<file path="src/logic/smi_defs.svh">
`ifndef SMI_DEFS_SVH
`define SMI_DEFS_SVH

// ********************************************************************
// Clock and timing figures
// ********************************************************************
// Clock period in picoseconds (200 MHz)
`define SMI_CLK_PERIOD_PS 5000
// Least settling time of a powered analog block, in ns
`define SMI_SETTLE_NS 2000
// Settling cycles, rounded up
`define SMI_SETTLE_CYC \
    ((`SMI_SETTLE_NS * 1000 + `SMI_CLK_PERIOD_PS - 1) / `SMI_CLK_PERIOD_PS)
// Sampling period of the input voltage, in ns
`define SMI_SAMPLE_NS 500
// Sampling period in cycles, rounded down
`define SMI_SAMPLE_CYC ((`SMI_SAMPLE_NS * 1000) / `SMI_CLK_PERIOD_PS)
// Time given to one bit trial, in ns
`define SMI_STEP_NS 100
// Bit trial cycles, rounded up
`define SMI_STEP_CYC \
    ((`SMI_STEP_NS * 1000 + `SMI_CLK_PERIOD_PS - 1) / `SMI_CLK_PERIOD_PS)

// ********************************************************************
// Converter shape and channel numbers
// ********************************************************************
`define SMI_NUM_CHAN 6
`define SMI_RES_BITS 10
`define SMI_CHAN_ZERO 3'h0
`define SMI_CHAN_ONE 3'h1
`define SMI_CHAN_TWO 3'h2
`define SMI_CHAN_THREE 3'h3
`define SMI_CHAN_FOUR 3'h4
`define SMI_CHAN_FIVE 3'h5

// ********************************************************************
// Acceleration reading limits and reset values
// ********************************************************************
`define SMI_ACC_CODE_LOW 9'h000
`define SMI_ACC_CODE_HIGH 9'h1ff
`define SMI_STEP_RESET 4'h0
`define SMI_RESULT_RESET 10'h000

`endif

</file>
<file path="src/logic/smi_pkg.sv">
package smi_pkg;

    // ****************************************************************
    // Measurement kinds
    // ****************************************************************
    typedef enum logic [2:0] {
        KIND_PRESSURE = 3'b000,
        KIND_ACCEL_X  = 3'b001,
        KIND_ACCEL_Z  = 3'b010,
        KIND_TEMP     = 3'b011,
        KIND_BANDGAP  = 3'b100,
        KIND_EXT0     = 3'b101,
        KIND_EXT1     = 3'b110,
        KIND_REGMON   = 3'b111
    } meas_kind_t;

    // ****************************************************************
    // Sequencer states
    // ****************************************************************
    typedef enum logic [2:0] {
        ST_IDLE    = 3'b000,
        ST_SETTLE  = 3'b001,
        ST_ALIGN   = 3'b010,
        ST_SAMPLE  = 3'b011,
        ST_CONVERT = 3'b100,
        ST_DONE    = 3'b101
    } seq_state_t;

    // ****************************************************************
    // Carried groups
    // ****************************************************************
    // Power enables of the analog blocks
    typedef struct packed {
        logic pcell;
        logic gcell;
        logic gcell_z;
        logic temp;
        logic bandgap;
        logic ext0;
        logic ext1;
        logic regmon;
    } cell_pwr_t;

    // Processor request
    typedef struct packed {
        meas_kind_t kind;
        logic [3:0] step;
    } meas_req_t;

    // Acceleration reading
    typedef struct packed {
        logic [3:0] step;
        logic [8:0] code;
        logic       fault;
    } accel_rd_t;

endpackage

</file>
<file path="src/logic/sensor_measurement_sequencer.sv">
// Operation
// - One shared ten-bit converter, six channels
// - Fixed channel wiring per sensing element
// - Interface sequences pressure and acceleration capture
// - Processor directly powers temperature, voltage blocks
// - Power up, settle, then convert
// - Conversion aligned to sampling ticks
// - Completion raises wake-up interrupt
// - Pressure: power cell, capture, convert
// - Acceleration: power cell, capture, convert
// - Pressure and acceleration cells mutually exclusive
// - External pins measured against band-gap reference
// - Temperature sensor sits on channel one
// - Acceleration: step index, code, fault flag
`timescale 1ns/1ps
`include "smi_defs.svh"

module sensor_measurement_sequencer #(
    parameter int SETTLE_CYC = `SMI_SETTLE_CYC,
    parameter int SAMPLE_CYC = `SMI_SAMPLE_CYC,
    parameter int STEP_CYC   = `SMI_STEP_CYC,
    parameter int RES_BITS   = `SMI_RES_BITS,
    parameter int NUM_CHAN   = `SMI_NUM_CHAN
) (
    // Clock and reset
    input  wire logic                    mclk,
    input  wire logic                    rst,
    // Processor control bits
    input  wire logic                    req_valid,
    input  wire smi_pkg::meas_req_t      req,
    input  wire logic [4:0]              direct_pwr,
    input  wire logic                    irq_ack,
    // Processor status
    output logic                         busy_q,
    output logic                         irq_q,
    output logic [RES_BITS-1:0]          result_q,
    output smi_pkg::accel_rd_t           accel_q,
    output smi_pkg::meas_kind_t          done_kind_q,
    // Analog side
    output smi_pkg::cell_pwr_t           cell_pwr_q,
    output logic [NUM_CHAN-1:0]          chan_sel_q,
    output logic                         sample_q,
    output logic [3:0]                   offset_step_q,
    output logic [RES_BITS-1:0]          dac_code,
    input  wire logic                    comp_in
);

    // ****************************************************************
    // Decoding helpers
    // ****************************************************************
    // Channel of each kind, one-hot
    function automatic logic [NUM_CHAN-1:0] chan_of(
        input smi_pkg::meas_kind_t k);
        logic [2:0] n;
        n = `SMI_CHAN_ZERO;
        case (k)
            smi_pkg::KIND_TEMP:    n = `SMI_CHAN_ONE;
            smi_pkg::KIND_BANDGAP: n = `SMI_CHAN_TWO;
            smi_pkg::KIND_EXT0:    n = `SMI_CHAN_THREE;
            smi_pkg::KIND_EXT1:    n = `SMI_CHAN_FOUR;
            smi_pkg::KIND_REGMON:  n = `SMI_CHAN_FIVE;
            default:               n = `SMI_CHAN_ZERO;
        endcase
        return {{(NUM_CHAN-1){1'b0}}, 1'b1} << n;
    endfunction

    // Kinds sequenced through the transducer path
    function automatic logic is_seq(input smi_pkg::meas_kind_t k);
        return (k == smi_pkg::KIND_PRESSURE) ||
               (k == smi_pkg::KIND_ACCEL_X) ||
               (k == smi_pkg::KIND_ACCEL_Z);
    endfunction

    // ****************************************************************
    // State and wires
    // ****************************************************************
    localparam int DW = $clog2(SAMPLE_CYC + 1);

    smi_pkg::seq_state_t state_q;      // Sequencer state
    smi_pkg::seq_state_t state_d;
    smi_pkg::meas_kind_t kind_q;       // Kind being measured
    logic [DW-1:0]       div_q;        // Sampling divider
    logic                tick;         // Sampling rate enable
    logic                take_req;     // Request accepted
    logic                settle_done;  // Settling wait over
    logic                sar_start_q;  // Conversion start pulse
    logic                sar_busy;
    logic                sar_done;
    logic [RES_BITS-1:0] sar_result;
    logic                publish;      // Result goes out now
    logic                seq_on;       // Transducer cell powered
    logic [8:0]          acc_code;
    logic                acc_fault;

    assign tick      = (div_q == DW'(SAMPLE_CYC - 1));
    // Busy requests are dropped outright
    assign take_req  = req_valid && (state_q == smi_pkg::ST_IDLE);
    assign publish   = (state_q == smi_pkg::ST_DONE) && tick;
    assign seq_on    = (state_q != smi_pkg::ST_IDLE) && is_seq(kind_q);
    // Upper nine bits form the acceleration code
    assign acc_code  = sar_result[RES_BITS-1 -: 9];
    assign acc_fault = (acc_code == `SMI_ACC_CODE_LOW) ||
                       (acc_code == `SMI_ACC_CODE_HIGH);

    // ****************************************************************
    // Sampling divider, free running so every start meets a tick
    // ****************************************************************
    always_ff @(posedge mclk or posedge rst) begin
        if (rst) begin
            div_q <= '0;
        end else begin
            div_q <= tick ? '0 : div_q + DW'(1);
        end
    end

    // ****************************************************************
    // Sequencer next state
    // ****************************************************************
    always_comb begin
        state_d = state_q;
        case (state_q)
            smi_pkg::ST_IDLE: begin
                if (take_req) begin
                    state_d = smi_pkg::ST_SETTLE;
                end
            end
            smi_pkg::ST_SETTLE: begin
                if (settle_done) begin
                    state_d = smi_pkg::ST_ALIGN;
                end
            end
            smi_pkg::ST_ALIGN: begin
                if (tick) begin
                    state_d = smi_pkg::ST_SAMPLE;
                end
            end
            smi_pkg::ST_SAMPLE: begin
                if (tick) begin
                    state_d = smi_pkg::ST_CONVERT;
                end
            end
            smi_pkg::ST_CONVERT: begin
                if (sar_done) begin
                    state_d = smi_pkg::ST_DONE;
                end
            end
            smi_pkg::ST_DONE: begin
                // End also lands on a sampling tick
                if (tick) begin
                    state_d = smi_pkg::ST_IDLE;
                end
            end
            default: begin
                state_d = smi_pkg::ST_IDLE;
            end
        endcase
    end

    // ****************************************************************
    // Sequencer registers
    // ****************************************************************
    always_ff @(posedge mclk or posedge rst) begin
        if (rst) begin
            state_q     <= smi_pkg::ST_IDLE;
            kind_q      <= smi_pkg::KIND_PRESSURE;
            busy_q      <= 1'b0;
            sample_q    <= 1'b0;
            sar_start_q <= 1'b0;
        end else begin
            state_q     <= state_d;
            busy_q      <= (state_d != smi_pkg::ST_IDLE);
            // Hold the input only between two ticks
            sample_q    <= (state_d == smi_pkg::ST_SAMPLE);
            sar_start_q <= (state_q == smi_pkg::ST_SAMPLE) && tick;
            if (take_req) begin
                kind_q <= req.kind;
            end
        end
    end

    // ****************************************************************
    // Power and routing to the analog side
    // ****************************************************************
    always_ff @(posedge mclk or posedge rst) begin
        if (rst) begin
            cell_pwr_q    <= '0;
            chan_sel_q    <= '0;
            offset_step_q <= `SMI_STEP_RESET;
        end else begin
            // One transducer cell at a time
            cell_pwr_q.pcell   <= seq_on &&
                (kind_q == smi_pkg::KIND_PRESSURE);
            cell_pwr_q.gcell   <= seq_on &&
                (kind_q != smi_pkg::KIND_PRESSURE);
            cell_pwr_q.gcell_z <= seq_on &&
                (kind_q == smi_pkg::KIND_ACCEL_Z);
            // Processor owns these blocks directly
            cell_pwr_q.temp    <= direct_pwr[0];
            cell_pwr_q.bandgap <= direct_pwr[1] || direct_pwr[2] ||
                                  direct_pwr[3];
            cell_pwr_q.ext0    <= direct_pwr[2];
            cell_pwr_q.ext1    <= direct_pwr[3];
            cell_pwr_q.regmon  <= direct_pwr[4];
            chan_sel_q <= (state_q == smi_pkg::ST_IDLE) ? '0
                                                       : chan_of(kind_q);
            if (take_req) begin
                offset_step_q <= req.step;
            end
        end
    end

    // ****************************************************************
    // Results and sticky interrupt
    // ****************************************************************
    always_ff @(posedge mclk or posedge rst) begin
        if (rst) begin
            irq_q       <= 1'b0;
            result_q    <= `SMI_RESULT_RESET;
            accel_q     <= '0;
            done_kind_q <= smi_pkg::KIND_PRESSURE;
        end else begin
            // Set wins over acknowledge
            irq_q <= publish || (irq_q && !irq_ack);
            if (publish) begin
                result_q    <= sar_result;
                done_kind_q <= kind_q;
                accel_q     <= '{step:  offset_step_q,
                                 code:  acc_code,
                                 fault: acc_fault};
            end
        end
    end

    // ****************************************************************
    // Leaf blocks
    // ****************************************************************
    // Settling wait after power-up
    settle_timer #(
        .CYCLES (SETTLE_CYC)
    ) u_settle (
        .mclk   (mclk),
        .rst    (rst),
        .start  (take_req),
        .done_q (settle_done)
    );

    // Shared converter, all channels go through it
    sar_converter #(
        .BITS       (RES_BITS),
        .STEP_CYC   (STEP_CYC)
    ) u_sar (
        .mclk       (mclk),
        .rst        (rst),
        .start      (sar_start_q),
        .busy_q     (sar_busy),
        .done_q     (sar_done),
        .comp_in    (comp_in),
        .dac_code_q (dac_code),
        .result_q   (sar_result)
    );

    // ****************************************************************
    // Checks
    // ****************************************************************
    int unsigned settle_cnt_q;   // Cycles spent in settle state

    always_ff @(posedge mclk or posedge rst) begin
        if (rst) begin
            settle_cnt_q <= 0;
        end else if (state_q == smi_pkg::ST_SETTLE) begin
            settle_cnt_q <= settle_cnt_q + 1;
        end else begin
            settle_cnt_q <= 0;
        end
    end

    property p_settle_len;
        @(posedge mclk) disable iff (rst)
        (state_q == smi_pkg::ST_SETTLE) &&
        (state_d == smi_pkg::ST_ALIGN) |-> settle_cnt_q >= SETTLE_CYC - 1;
    endproperty
    a_settle_len: assert property (p_settle_len)
        else $error("Conversion approached before settling");

    property p_one_cell;
        @(posedge mclk) disable iff (rst)
        !(cell_pwr_q.pcell && cell_pwr_q.gcell);
    endproperty
    a_one_cell: assert property (p_one_cell)
        else $error("Both transducer cells powered");

    property p_ignore_busy;
        @(posedge mclk) disable iff (rst)
        busy_q && req_valid |=> $stable(kind_q);
    endproperty
    a_ignore_busy: assert property (p_ignore_busy)
        else $error("Request taken while busy");

    property p_irq_sticky;
        @(posedge mclk) disable iff (rst)
        irq_q && !irq_ack |=> irq_q;
    endproperty
    a_irq_sticky: assert property (p_irq_sticky)
        else $error("Interrupt dropped without acknowledge");

    property p_irq_on_done;
        @(posedge mclk) disable iff (rst)
        sar_start_q |-> ##[1:400] $rose(irq_q) || irq_q;
    endproperty
    a_irq_on_done: assert property (p_irq_on_done)
        else $error("No interrupt after conversion");

    property p_start_after_sample;
        @(posedge mclk) disable iff (rst)
        sar_start_q |-> $past(sample_q) && !sample_q;
    endproperty
    a_start_after_sample: assert property (p_start_after_sample)
        else $error("Conversion not aligned to sample end");

    property p_chan_route;
        @(posedge mclk) disable iff (rst)
        sar_busy |-> chan_sel_q == chan_of(kind_q);
    endproperty
    a_chan_route: assert property (p_chan_route)
        else $error("Wrong converter channel during conversion");

    property p_cell_on_conv;
        @(posedge mclk) disable iff (rst)
        sar_busy && is_seq(kind_q) |->
            cell_pwr_q.pcell || cell_pwr_q.gcell;
    endproperty
    a_cell_on_conv: assert property (p_cell_on_conv)
        else $error("Transducer cell off during conversion");

    property p_accel_fault;
        @(posedge mclk) disable iff (rst)
        publish |=> accel_q.fault ==
            ((accel_q.code == 9'h000) || (accel_q.code == 9'h1ff));
    endproperty
    a_accel_fault: assert property (p_accel_fault)
        else $error("Acceleration fault flag wrong");

    c_pressure: cover property (@(posedge mclk) disable iff (rst)
        publish && kind_q == smi_pkg::KIND_PRESSURE);
    c_accel_fault: cover property (@(posedge mclk) disable iff (rst)
        publish && acc_fault && kind_q == smi_pkg::KIND_ACCEL_Z);
    c_busy_req: cover property (@(posedge mclk) disable iff (rst)
        busy_q && req_valid);
    c_ack_race: cover property (@(posedge mclk) disable iff (rst)
        publish && irq_ack);

endmodule

</file>
<file path="src/logic/settle_timer.sv">
`timescale 1ns/1ps
`include "smi_defs.svh"

module settle_timer #(
    parameter int CYCLES = `SMI_SETTLE_CYC
) (
    // Clock and reset
    input  wire logic mclk,
    input  wire logic rst,
    // Control
    input  wire logic start,
    output logic      done_q
);

    localparam int W = $clog2(CYCLES + 1);

    logic [W-1:0] cnt_q;     // Cycles spent settling
    logic         run_q;     // Timer running
    logic         last;      // Final cycle of the wait

    assign last = run_q && (cnt_q == W'(CYCLES - 1));

    // ****************************************************************
    // Up-count of the settling wait, from zero
    // ****************************************************************
    always_ff @(posedge mclk or posedge rst) begin
        if (rst) begin
            cnt_q  <= '0;
            run_q  <= 1'b0;
            done_q <= 1'b0;
        end else begin
            done_q <= last;
            if (start) begin
                // Restart wins so a new power-up always waits in full
                cnt_q <= '0;
                run_q <= 1'b1;
            end else if (last) begin
                run_q <= 1'b0;
            end else if (run_q) begin
                cnt_q <= cnt_q + W'(1);
            end
        end
    end

endmodule

</file>
<file path="src/logic/sar_converter.sv">
`timescale 1ns/1ps
`include "smi_defs.svh"

module sar_converter #(
    parameter int BITS     = `SMI_RES_BITS,
    parameter int STEP_CYC = `SMI_STEP_CYC
) (
    // Clock and reset
    input  wire logic            mclk,
    input  wire logic            rst,
    // Control
    input  wire logic            start,
    output logic                 busy_q,
    output logic                 done_q,
    // Analog side
    input  wire logic            comp_in,
    output logic [BITS-1:0]      dac_code_q,
    // Result
    output logic [BITS-1:0]      result_q
);

    localparam int SW = $clog2(STEP_CYC + 1);
    localparam int IW = $clog2(BITS);

    logic            sync1_q;   // First stage, read only by second
    logic            sync2_q;
    logic            sync3_q;
    logic            comp_q;    // Accepted comparator level
    logic [IW-1:0]   idx_q;     // Bit under trial
    logic [SW-1:0]   step_q;    // Cycles into current trial
    logic [BITS-1:0] mask;
    logic [BITS-1:0] kept;
    logic [BITS-1:0] next_dac;
    logic            trial_end;

    assign mask      = {{(BITS-1){1'b0}}, 1'b1} << idx_q;
    assign kept      = comp_q ? dac_code_q : (dac_code_q & ~mask);
    assign next_dac  = kept | (mask >> 1);
    assign trial_end = busy_q && (step_q == SW'(STEP_CYC - 1));

    // ****************************************************************
    // Comparator synchroniser, level taken when stages two and three agree
    // ****************************************************************
    always_ff @(posedge mclk or posedge rst) begin
        if (rst) begin
            sync1_q <= 1'b0;
            sync2_q <= 1'b0;
            sync3_q <= 1'b0;
            comp_q  <= 1'b0;
        end else begin
            sync1_q <= comp_in;
            sync2_q <= sync1_q;
            sync3_q <= sync2_q;
            if (sync2_q == sync3_q) begin
                comp_q <= sync3_q;
            end
        end
    end

    // ****************************************************************
    // Successive approximation, most significant bit first
    // ****************************************************************
    always_ff @(posedge mclk or posedge rst) begin
        if (rst) begin
            busy_q     <= 1'b0;
            done_q     <= 1'b0;
            idx_q      <= '0;
            step_q     <= '0;
            dac_code_q <= '0;
            result_q   <= '0;
        end else begin
            done_q <= 1'b0;
            if (start && !busy_q) begin
                busy_q     <= 1'b1;
                idx_q      <= IW'(BITS - 1);
                step_q     <= '0;
                dac_code_q <= {1'b1, {(BITS-1){1'b0}}};
            end else if (trial_end) begin
                step_q <= '0;
                if (idx_q == '0) begin
                    // Last bit decided
                    busy_q     <= 1'b0;
                    done_q     <= 1'b1;
                    result_q   <= kept;
                    dac_code_q <= kept;
                end else begin
                    idx_q      <= idx_q - IW'(1);
                    dac_code_q <= next_dac;
                end
            end else if (busy_q) begin
                step_q <= step_q + SW'(1);
            end
        end
    end

endmodule

</file>
<file path="config.mk">
export PLATFORM = sky130hd
export DESIGN_NAME = sensor_measurement_sequencer
export DESIGN_NICKNAME = d
export VERILOG_FILES = /design/src/logic/smi_pkg.sv /design/src/logic/sensor_measurement_sequencer.sv /design/src/logic/settle_timer.sv /design/src/logic/sar_converter.sv
export VERILOG_INCLUDE_DIRS = /design/src /design/src/logic
export SDC_FILE = /design/constraint.sdc
export NUM_CORES = 1
export LEC_CHECK = 0
export BUFFER_PORTS_ARGS = -buffer_cell sky130_fd_sc_hd__buf_4
export CORE_ASPECT_RATIO = 2
export CORE_MARGIN = 2
export CORE_UTILIZATION = 50
export CTS_BUF_LIST = sky130_fd_sc_hd__clkbuf_4 sky130_fd_sc_hd__clkbuf_8
export DETAILED_ROUTE_END_ITERATION = 10
export GPL_ROUTABILITY_DRIVEN = 0
export PLACE_DENSITY = 0.76
export SLEW_MARGIN = 25
export SYNTH_ARGS = -nofsm -noshare
export SYNTH_HDL_FRONTEND = slang
export SYNTH_HIERARCHICAL = 1
export SYNTH_SLANG_ARGS = --single-unit
</file>
<file path="constraint.sdc">
create_clock -name mclk -period 2.3 [get_ports mclk]
set_input_delay 0.23 -clock mclk [delete_from_list [all_inputs] [get_ports mclk]]
set_output_delay 0.23 -clock mclk [all_outputs]
set_load 0.03 [all_outputs]
</file>
* Yosys cells after proc, flatten, opt, wreduce, memory -nomap -nowiden
Index checks and enable logic that the tools add are counted.
** Cells by class
- Add/sub/neg operators :: 4
- Eq/ne operators :: 20
- Shift-type cells :: 2
- Muxes and demuxes :: 31
- Bitwise gates (word level) :: 4
- Reductions and logical operators :: 35
** Operators with widths (count)
- $mux W10 :: 4
- $mux W9 :: 3
- $eq A3 B3 Y1 const B :: 6
- $eq A9 B9 Y1 const B :: 2
- $mux W3 :: 6
- $pmux W3 S6 :: 1
- $eq A3 B2 Y1 const B :: 5
- $mux W5 :: 3
- $pmux W3 S5 :: 1
- $mux W4 :: 3
- $reduce_bool A3 Y1 :: 4
- $logic_and A1 B1 Y1 :: 11
- $and A10 B10 Y10 :: 1
- $not A10 Y10 :: 1
- $or A10 B9 Y10 :: 1
- $shl A1 B4 Y10 const A :: 1
- $add A9 B1 Y9 const B :: 1
- $logic_not A9 Y1 :: 1
- $mux W1 :: 8
- $reduce_bool A2 Y1 :: 4
- $add A7 B1 Y7 const B :: 1
- $eq A7 B7 Y1 const B :: 1
- $mux W7 :: 1
- $eq A3 B1 Y1 const B :: 2
- other kinds (15) :: 24
** Storage, ports and cells
- Register bits :: 108
- Output and inout bits :: 58
- Logic and storage cells :: 131

* Depth between registers and ports, before layout
Gate-level depths: netlist of run 1.
- Depth in word-level cells :: 8
- Gate-level depth with buffers :: 7
- Mapped depth without buffers :: 5

* By module
The synthesis of run 1 kept the hierarchy.
** By module, submodules not included
- sensor_measurement_sequencer :: times used 1, cells an instance 165, area each 2148.3 um^2
- sar_converter :: times used 1, cells an instance 163, area each 1793.0 um^2
- settle_timer :: times used 1, cells an instance 58, area each 581.8 um^2

* Least setup slack after synthesis of run 1
Ideal clock, no wire load.
- Kind :: reg2reg
- Start :: register u_sar.idx_q[0]
- End :: register u_sar.dac_code_q[0]
- Arrival time :: 1.664 ns
- Data required time :: 2.176 ns
- Setup slack :: 0.512 ns
- Stages on the path, launching flop included :: 7
- Path buffers :: 1
- Path through :: dfrtp_1 -> inv_1 -> ha_1 -> buf_2 -> or4b_2 -> a22oi_1 -> o2bb2ai_1
** On the way
- Cells in the longest elaborated chain, start to end :: 8
- Elaborated cells on any way between the ends :: 9
** RTL lines
- start: declaration :: RTL line sar_converter.sv:29 : logic [IW-1:0] idx_q;
- start signal: assignment :: RTL line sar_converter.sv:75 : idx_q <= IW'(BITS - 1);
- start signal: assignment :: RTL line sar_converter.sv:87 : idx_q <= idx_q - IW'(1);
- $shl A1 B4 Y10 :: RTL line sar_converter.sv:36 : assign mask = {{(BITS-1){1'b0}}, 1'b1} << idx_q;
- $not A10 Y10 :: RTL line sar_converter.sv:37 : assign kept = comp_q ? dac_code_q : (dac_code_q & ~mask);
- $and A10 B10 Y10 :: RTL line sar_converter.sv:37
- $mux W10 :: RTL line sar_converter.sv:37
- $or A10 B9 Y10 :: RTL line sar_converter.sv:38 : assign next_dac = kept | (mask >> 1);
- $mux W10 * :: RTL line sar_converter.sv:80 : if (idx_q == '0) begin
- $mux W10 * :: RTL line sar_converter.sv:78 : end else if (trial_end) begin
- $mux W10 * :: RTL line sar_converter.sv:73 : if (start && !busy_q) begin
- end signal: assignment :: RTL line sar_converter.sv:77 : dac_code_q <= {1'b1, {(BITS-1){1'b0}}};
- end signal: assignment :: RTL line sar_converter.sv:85 : dac_code_q <= kept;
- end signal: assignment :: RTL line sar_converter.sv:88 : dac_code_q <= next_dac;
- end: declaration :: RTL line sar_converter.sv:17 : output logic [BITS-1:0] dac_code_q,
Every way passes the cells marked *; elsewhere a longest branch is shown, timed or not. The select of a mux whose other input is x is not followed.
A chain may end at the register's enable or synchronous reset.

* Final worst setup path of run 1
- Start :: register u_sar.step_q[0]
- End :: register u_sar.dac_code_q[5]
** On the way
- Cells in the longest elaborated chain, start to end :: 3
** RTL lines
- start: declaration :: RTL line sar_converter.sv:30 : logic [SW-1:0] step_q;
- start signal: assignment :: RTL line sar_converter.sv:91 : step_q <= step_q + SW'(1);
- $eq A5 B5 Y1 :: RTL line sar_converter.sv:39 : assign trial_end = busy_q && (step_q == SW'(STEP_CYC - 1));
- $logic_and A1 B1 Y1 :: RTL line sar_converter.sv:39
- $reduce_bool A2 Y1 (no source line)
No other way between the ends.

==> results of run 1 <==
power groups by stage:
stage                     Clock [W]  Sequential [W]  Combinational (W)
after floorplan                   0         0.00179          0.0000349
after global placement            0         0.00179          0.0000857
after detailed placement          0         0.00179          0.0000888
after CTS                   0.00109         0.00176          0.0000970
after global routing        0.00115         0.00176           0.000104
final                       0.00105         0.00176          0.0000931
sequential cells by signal, indices dropped and copies added, names as in the netlist, 6 cells and up:
signal	cells
result_q	10
u_sar/dac_code_q	10
u_sar/result_q	10
u_settle/cnt_q	9
cell_pwr_q	8
div_q	7
chan_sel_q	6
synthesized netlist by cell type (4+ instances only):
| master | instances | area, µm² |
|---|---|---|
| dfrtp_1 | 99 | 2477 |
| nand2_1 | 29 | 108.9 |
| mux2_2 | 26 | 292.8 |
| inv_1 | 21 | 78.83 |
| nor2_1 | 19 | 71.32 |
| mux2i_1 | 18 | 180.2 |
| buf_4 | 11 | 82.58 |
| nand2b_1 | 11 | 68.82 |
| a21oi_1 | 9 | 45.04 |
| nand3_1 | 9 | 45.04 |
| a22oi_1 | 8 | 60.06 |
| ha_1 | 8 | 100.1 |
| nand4_1 | 8 | 50.05 |
| buf_2 | 7 | 35.03 |
| clkbuf_1 | 7 | 26.28 |
| nor2b_1 | 7 | 43.79 |
| nor3_1 | 7 | 35.03 |
| o21ai_0 | 5 | 25.02 |
| xnor2_1 | 5 | 43.79 |
| a211o_1 | 4 | 35.03 |
| or3_1 | 4 | 25.02 |
layer usage:
| metal | track usage (%) | wire [µm] | vias to the layer above |
|---|---|---|---|
| li1 | - | - | 1484 |
| met1 | 22.40 | 3395 | 1561 |
| met2 | 34.31 | 5094 | 66 |
| met3 | 2.843 | 260 | 13 |
| met4 | 8.143 | 184 | 0 |
| met5 | 0 | 0 | - |
stage by stage:
step / util (%) / setup slack (ns) / power (W) / instances / instance area [µm²]
6_report: 60.24 / 0.2726 / 0.002901 / 562 / 5355
5_1_grt: 60.24 / 0.08756 / 0.003009 / 562 / 5355
4_1_cts: 60.24 / 0.2719 / 0.002939 / 562 / 5355
3_5_place_dp: 57.47 / 0.3054 / 0.001878 / 540 / 5109
3_3_place_gp: 57.47 / 0.3970 / 0.001875 / 540 / 5109
2_1_floorplan: - / 0.5115 / 0.001829 / 386 / 4523
area by class of cell:
cell class              count  area, µm²
clock buffers               9      123.9
clock inverters             7      62.56
fillers                   713       3535
inverters                  21      78.83
multi-input cells         237       1792
flip-flops and latches     99       2477
well taps                 102      127.6
repair buffers             87      693.2
critical path, cell delays in order (launching register included):
cell	delay, ns
dfrtp_1	0.40
ha_1	0.24
nor4bb_1	0.32
buf_4	0.22
and2_1	0.49
mux2i_1	0.26
kinds of logic (layout without fill, tap and decap cells):
group | count (synthesis) | after routing | synth area share, %
compound gates | 52 | 52 | 8.548
xor+xnor | 7 | 7 | 1.355
fa+ha+maj | 9 | 9 | 2.434
buf+inv | 50 | 124 | 5.615
flops | 99 | 99 | 54.77
mux | 47 | 47 | 11.45
simple gates | 122 | 122 | 15.82
worst min-delay path by stage:
stage	to	depth (start not counted)
floorplan	u_settle/cnt_q[0]$_DFFE_PP0P_	1
global placement	u_settle/cnt_q[8]$_DFFE_PP0P_	2
detailed placement	u_settle/cnt_q[2]$_DFFE_PP0P_	2
CTS	irq_q$_DFF_PP0_	2
global route	irq_q$_DFF_PP0_	2
finish	irq_q$_DFF_PP0_	2
==> summary.md, run 1 <==
| Metric | Value |
|---|---|
| Vias in the first global route | `3193` |
| Largest net degree at the start of global routing | `54` |
| First-pass DRT Iterations | `4` |
| Horiz. Die Dim | `71.26 µm` |
| Commonest cells after routing, fill and taps aside | `99 x dfrtp_1, 79 x buf_4, 29 x nand2_1, 26 x mux2_2, 20 x inv_1` |
| Sw Pwr | `0.0006982 W` |
| Commonest non-fill, non-tap cell in the layout | `dfrtp_1` |
| Asr flop ratio synth | `100.0%` |
| Inserted Clock Buffers | `9` |
| CTS root buf | `clkbuf_8` |
| R2r worst-path depth | `5` |
| Slew Viols, Final | `0` |
| Critical Path End | `u_sar/dac_code_q[5]$_DFFE_PP0P_` |
| DR vias/cell | `5.559` |
| Hold_sp | `irq_ack` |
| Synth Register Bits | `99` |
| DR WL/cell | `15.90 µm` |
| Main synth FF type | `dfrtp_1` |
| Synthesis Warnings | `6` |
| Cell Int Power | `0.002202 W` |
| GRT Residual Overflow | `0` |
| Syn_nets | `411` |
| H-tree depth | `3` |
| Share of cells above drive strength 1 | `30.00%` |
| Initial Util | `50.88%` |
| Wire length of the first global-routing pass | `15.07 mm` |
| Sw frac | `24.07%` |
| Worst-Margin Slew | `0.6641 ns` |
| Netlist cell types | `62` |
| Critical path arrival | `2.31 ns` |
| Post-synthesis sequential area ratio | `54.77%` |
| Post-route ant nets | `0` |
| Dpl hpwl | `6.735 mm` |
| Mean Syn Cell Area | `11.72 µm²` |
| RR Endpoint | `u_sar/dac_code_q[5]$_DFFE_PP0P_` |
| TritonCTS Sinks | `99` |
| P_leak | `2.601 nW` |
| Flop-to-flop setup slack | `0.27 ns` |
| Gr usage total | `19.25%` |
| Sequential share of power | `60.5%` |
| Crit. Startpoint | `u_sar/step_q[0]$_DFFE_PP0P_` |
| Count of final hold-check violations | `0` |
| PD cells | `541.7 nW/µm²` |
| CP required | `2.59 ns` |
| Vias post-DR | `3124` |
| Fin Clk Skew | `0.01226 ns` |
| CTS tree | `yes` |
| Drt drc | `0` |
| Nets@finish | `480` |
| Max Root-Sink Buffers | `2` |
| Core area | `8890 µm²` |
| Final setup viols | `0` |
| Tightest Hold Check Type | `in -> reg` |
| Antenna Cells | `0` |
| Status | `finished clean` |
| Max_cap viols | `0` |
| Post-synth EDFFs | `0` |
| Initial antenna violation count | `0` |
| Worst Setup Start Kind | `register` |
| Final Cycle Share | `88.15%` |
| Crit. End Element | `register` |
| Worst slew margin | `55.68%` |
| Worst skew pair latency | `0.37 ns` |
| Cell Area, Synth | `4523 µm²` |
| Die area | `9869 µm²` |
| TNS Setup | `0 ns` |
| Syn-to-layout area delta | `18.40%` |
| Top Ports | `75` |
| Hold Slack | `0.02549 ns` |
| Peak supply drop | `0.0003538 V` |
| Worst reg2reg path startpoint | `u_sar/step_q[0]$_DFFE_PP0P_` |
| Fmax | `0.4932 GHz` |
| Final wirelength | `8.935 mm` |
| CTS Hold Bufs | `6` |
| Gate power share | `3.2%` |
| I/O Buffers | `74` |
| RSZ-0062 raised after global routing | `no` |
| Die span in y | `138.5 µm` |
| Detailed Route Iter0 Violations | `247` |
| Clock slew seen by the registers of the worst setup and hold paths | `0.11 ns` |
| # rows | `49` |
| Tmin final | `2.027 ns` |
| Gates resized, CTS repair | `0` |
| Critical path class | `reg -> reg` |
| Synthesized instance count | `386` |
| Post-CTS Setup Bufs | `0` |
| CP max FO | `10` |
| Clock network power share | `36.3%` |
No activity file was read; power rests on OpenSTA's default activity.
==> inputs of run 2 (changes only) <==
Settings changed: CORE_UTILIZATION 50 to 40, PLACE_DENSITY 0.76 to 0.64.
==> summary.md, run 2 (synthesis gave the netlist of run 1 again) <==
| Metric | Value |
|---|---|
| Worst slew margin | `61.25% (was 55.68%)` |
| Clock slew seen by the registers of the worst setup and hold paths | `0.09 ns (was 0.11 ns)` |
| Inserted Clock Buffers | `9 (unchanged)` |
| PD cells | `561.6 nW/µm² (was 541.7 nW/µm²)` |
| Initial antenna violation count | `0 (unchanged)` |
| Critical path arrival | `2.24 ns (was 2.31 ns)` |
| Sw Pwr | `0.0006432 W (was 0.0006982 W)` |
| Initial Util | `40.57% (was 50.88%)` |
| Core area | `11150 µm² (was 8890 µm²)` |
| I/O Buffers | `74 (unchanged)` |
| Fmax | `0.5002 GHz (was 0.4932 GHz)` |
| Clock network power share | `39.3% (was 36.3%)` |
| CP max FO | `10 (unchanged)` |
| Multi-input gate area | `1792 µm² (unchanged)` |
| Tmin final | `1.999 ns (was 2.027 ns)` |
| Gr usage total | `15.35% (was 19.25%)` |
| Final wirelength | `8.534 mm (was 8.935 mm)` |
| Worst-Margin Slew | `0.5768 ns (was 0.6641 ns)` |
| Slew Viols, Final | `0 (unchanged)` |
| CTS root buf | `clkbuf_8 (unchanged)` |
| Critical path class | `reg -> reg (unchanged)` |
| P_leak | `2.596 nW (was 2.601 nW)` |
| Syn-to-layout area delta | `19.53% (was 18.40%)` |
| Commonest non-fill, non-tap cell in the layout | `dfrtp_1 (unchanged)` |
| Top Ports | `75 (unchanged)` |
| Sw frac | `21.18% (was 24.07%)` |
| Antenna Cells | `0 (unchanged)` |
| Largest net degree at the start of global routing | `36 (was 54)` |
| Register area | `2477 µm² (unchanged)` |
| Vias in the first global route | `3064 (was 3193)` |
| RSZ-0062 raised after global routing | `no (unchanged)` |
| Gates resized, CTS repair | `0 (unchanged)` |
| Post-route ant nets | `0 (unchanged)` |
| Status | `finished clean (unchanged)` |
| Crit. End Element | `register (unchanged)` |
| Nets@finish | `480 (unchanged)` |
| Max Root-Sink Buffers | `2 (unchanged)` |
| Max_cap viols | `0 (unchanged)` |
| Die area | `12230 µm² (was 9869 µm²)` |
| Worst Setup Start Kind | `register (unchanged)` |
| Detailed Route Iter0 Violations | `290 (was 247)` |
| Count of final hold-check violations | `0 (unchanged)` |
| Cell Int Power | `0.002393 W (was 0.002202 W)` |
| Biggest regs | `result_q: 10 flops, u_sar/dac_code_q: 10 flops, u_sar/result_q: 10 flops (unchanged)` |
| Sequential share of power | `57.8% (was 60.5%)` |
| TNS Setup | `0 ns (unchanged)` |
| Horiz. Die Dim | `79.19 µm (was 71.26 µm)` |
| Final Cycle Share | `86.93% (was 88.15%)` |
| # rows | `55 (was 49)` |
| Vias post-DR | `3051 (was 3124)` |
| Dpl hpwl | `6.063 mm (was 6.735 mm)` |
| DR WL/cell | `14.20 µm (was 15.90 µm)` |
| Fin Clk Skew | `0.009736 ns (was 0.01226 ns)` |
| GRT Residual Overflow | `0 (unchanged)` |
| H-tree depth | `3 (unchanged)` |
| Commonest cells after routing, fill and taps aside | `99 x dfrtp_1, 81 x buf_4, 29 x nand2_1, 26 x mux2_2, 20 x inv_1 (was 99 x dfrtp_1, 79 x buf_4, 29 x nand2_1, 26 x mux2_2, 20 x inv_1)` |
| Layout fillers | `1054 (was 713)` |
| Drt drc | `0 (unchanged)` |
| Final setup viols | `0 (unchanged)` |
| Worst skew pair latency | `0.36 ns (was 0.37 ns)` |
| Wire length of the first global-routing pass | `15.03 mm (was 15.07 mm)` |
| CTS tree | `yes (unchanged)` |
| Gate power share | `2.9% (was 3.2%)` |
| Die span in y | `154.4 µm (was 138.5 µm)` |
| DR vias/cell | `5.077 (was 5.559)` |
| Peak supply drop | `0.0003073 V (was 0.0003538 V)` |
| CP required | `2.54 ns (was 2.59 ns)` |
| Hold Slack | `0.04279 ns (was 0.02549 ns)` |
| Tightest Hold Check Type | `in -> reg (unchanged)` |
| TritonCTS Sinks | `99 (unchanged)` |
| First-pass DRT Iterations | `4 (unchanged)` |
| Share of cells above drive strength 1 | `29.85% (was 30.00%)` |
-- run 2: cell count changes in the layout (fill, tap and decap cells not counted), sizes merged --
cell	change
clkinv	-4
inv	-1
clkinvlp	+2
bufinv	+2
-- run 2: timing repair --
item,CTS,global route
hold endpoints to repair,42,0
buffers inserted,0,0
hold buffers,6,0
-- run 2: worst max-delay path: stages, from the launching register on --
cell	delay [ns]
dfrtp_1	0.45
inv_1	0.13
ha_1	0.39
or4b_2	0.62
a22oi_1	0.20
o2bb2ai_1	0.09
-- run 2: final cells by class --
cell class | instances | share of cell area, %
flip-flops and latches | 99 | 45.82
multi-input cells | 237 | 33.14
repair buffers | 87 | 12.36
well taps | 142 | 3.286
clock buffers | 9 | 2.291
clock inverters | 6 | 1.643
inverters | 21 | 1.458
-- run 2: metrics by stage --
step,utilization (%),instances,worst slack (ns),total power [W],instance area (µm²)
2_1_floorplan,-,386,0.5115,0.001829,4523
3_3_place_gp,46.05,580,0.4006,0.001873,5134
3_5_place_dp,46.05,580,0.3247,0.001874,5134
4_1_cts,48.50,601,0.3003,0.003081,5406
5_1_grt,48.50,601,0.1571,0.003190,5406
6_report,48.50,601,0.3006,0.003036,5406
-- run 2: routing by layer --
| metal | share of wire [%] | vias up | GRT usage (%) |
|---|---|---|---|
| li1 | - | 1482 | - |
| met1 | 46 | 1483 | 21.44 |
| met2 | 48 | 76 | 23.85 |
| met3 | 4.0 | 10 | 2.917 |
| met4 | 1.6 | 0 | 5.419 |
| met5 | 0 | - | 0 |
-- run 2: power groups by stage --
stage,clock network (W),logic [W],registers [W]
after global placement,0,0.0000842,0.00179
after detailed placement,0,0.0000849,0.00179
after CTS,0.00123,0.0000931,0.00176
after global routing,0.00133,0.000102,0.00176
after floorplan,0,0.0000349,0.00179
final,0.00119,0.0000890,0.00175
-- run 2: path summary, 6_finish.rpt --
check | to | cells past startpoint | slack (ns) | from
setup / recovery | u_sar/dac_code_q[0]$_DFFE_PP0P_ | 5 | 0.30 | u_sar/idx_q[0]$_DFFE_PP0P_
hold / removal | irq_q$_DFF_PP0_ | 2 | 0.04 | irq_ack
setup reg to reg | u_sar/dac_code_q[0]$_DFFE_PP0P_ | 5 | 0.30 | u_sar/idx_q[0]$_DFFE_PP0P_
hold reg to reg | u_sar/sync2_q$_DFF_PP0_ | 0 | 0.36 | u_sar/sync1_q$_DFF_PP0_
max in group asynchronous | cell_pwr_q[2]$_DFF_PP0_ | 4 | 1.25 | rst
min in group asynchronous | irq_q$_DFF_PP0_ | 3 | 0.45 | rst
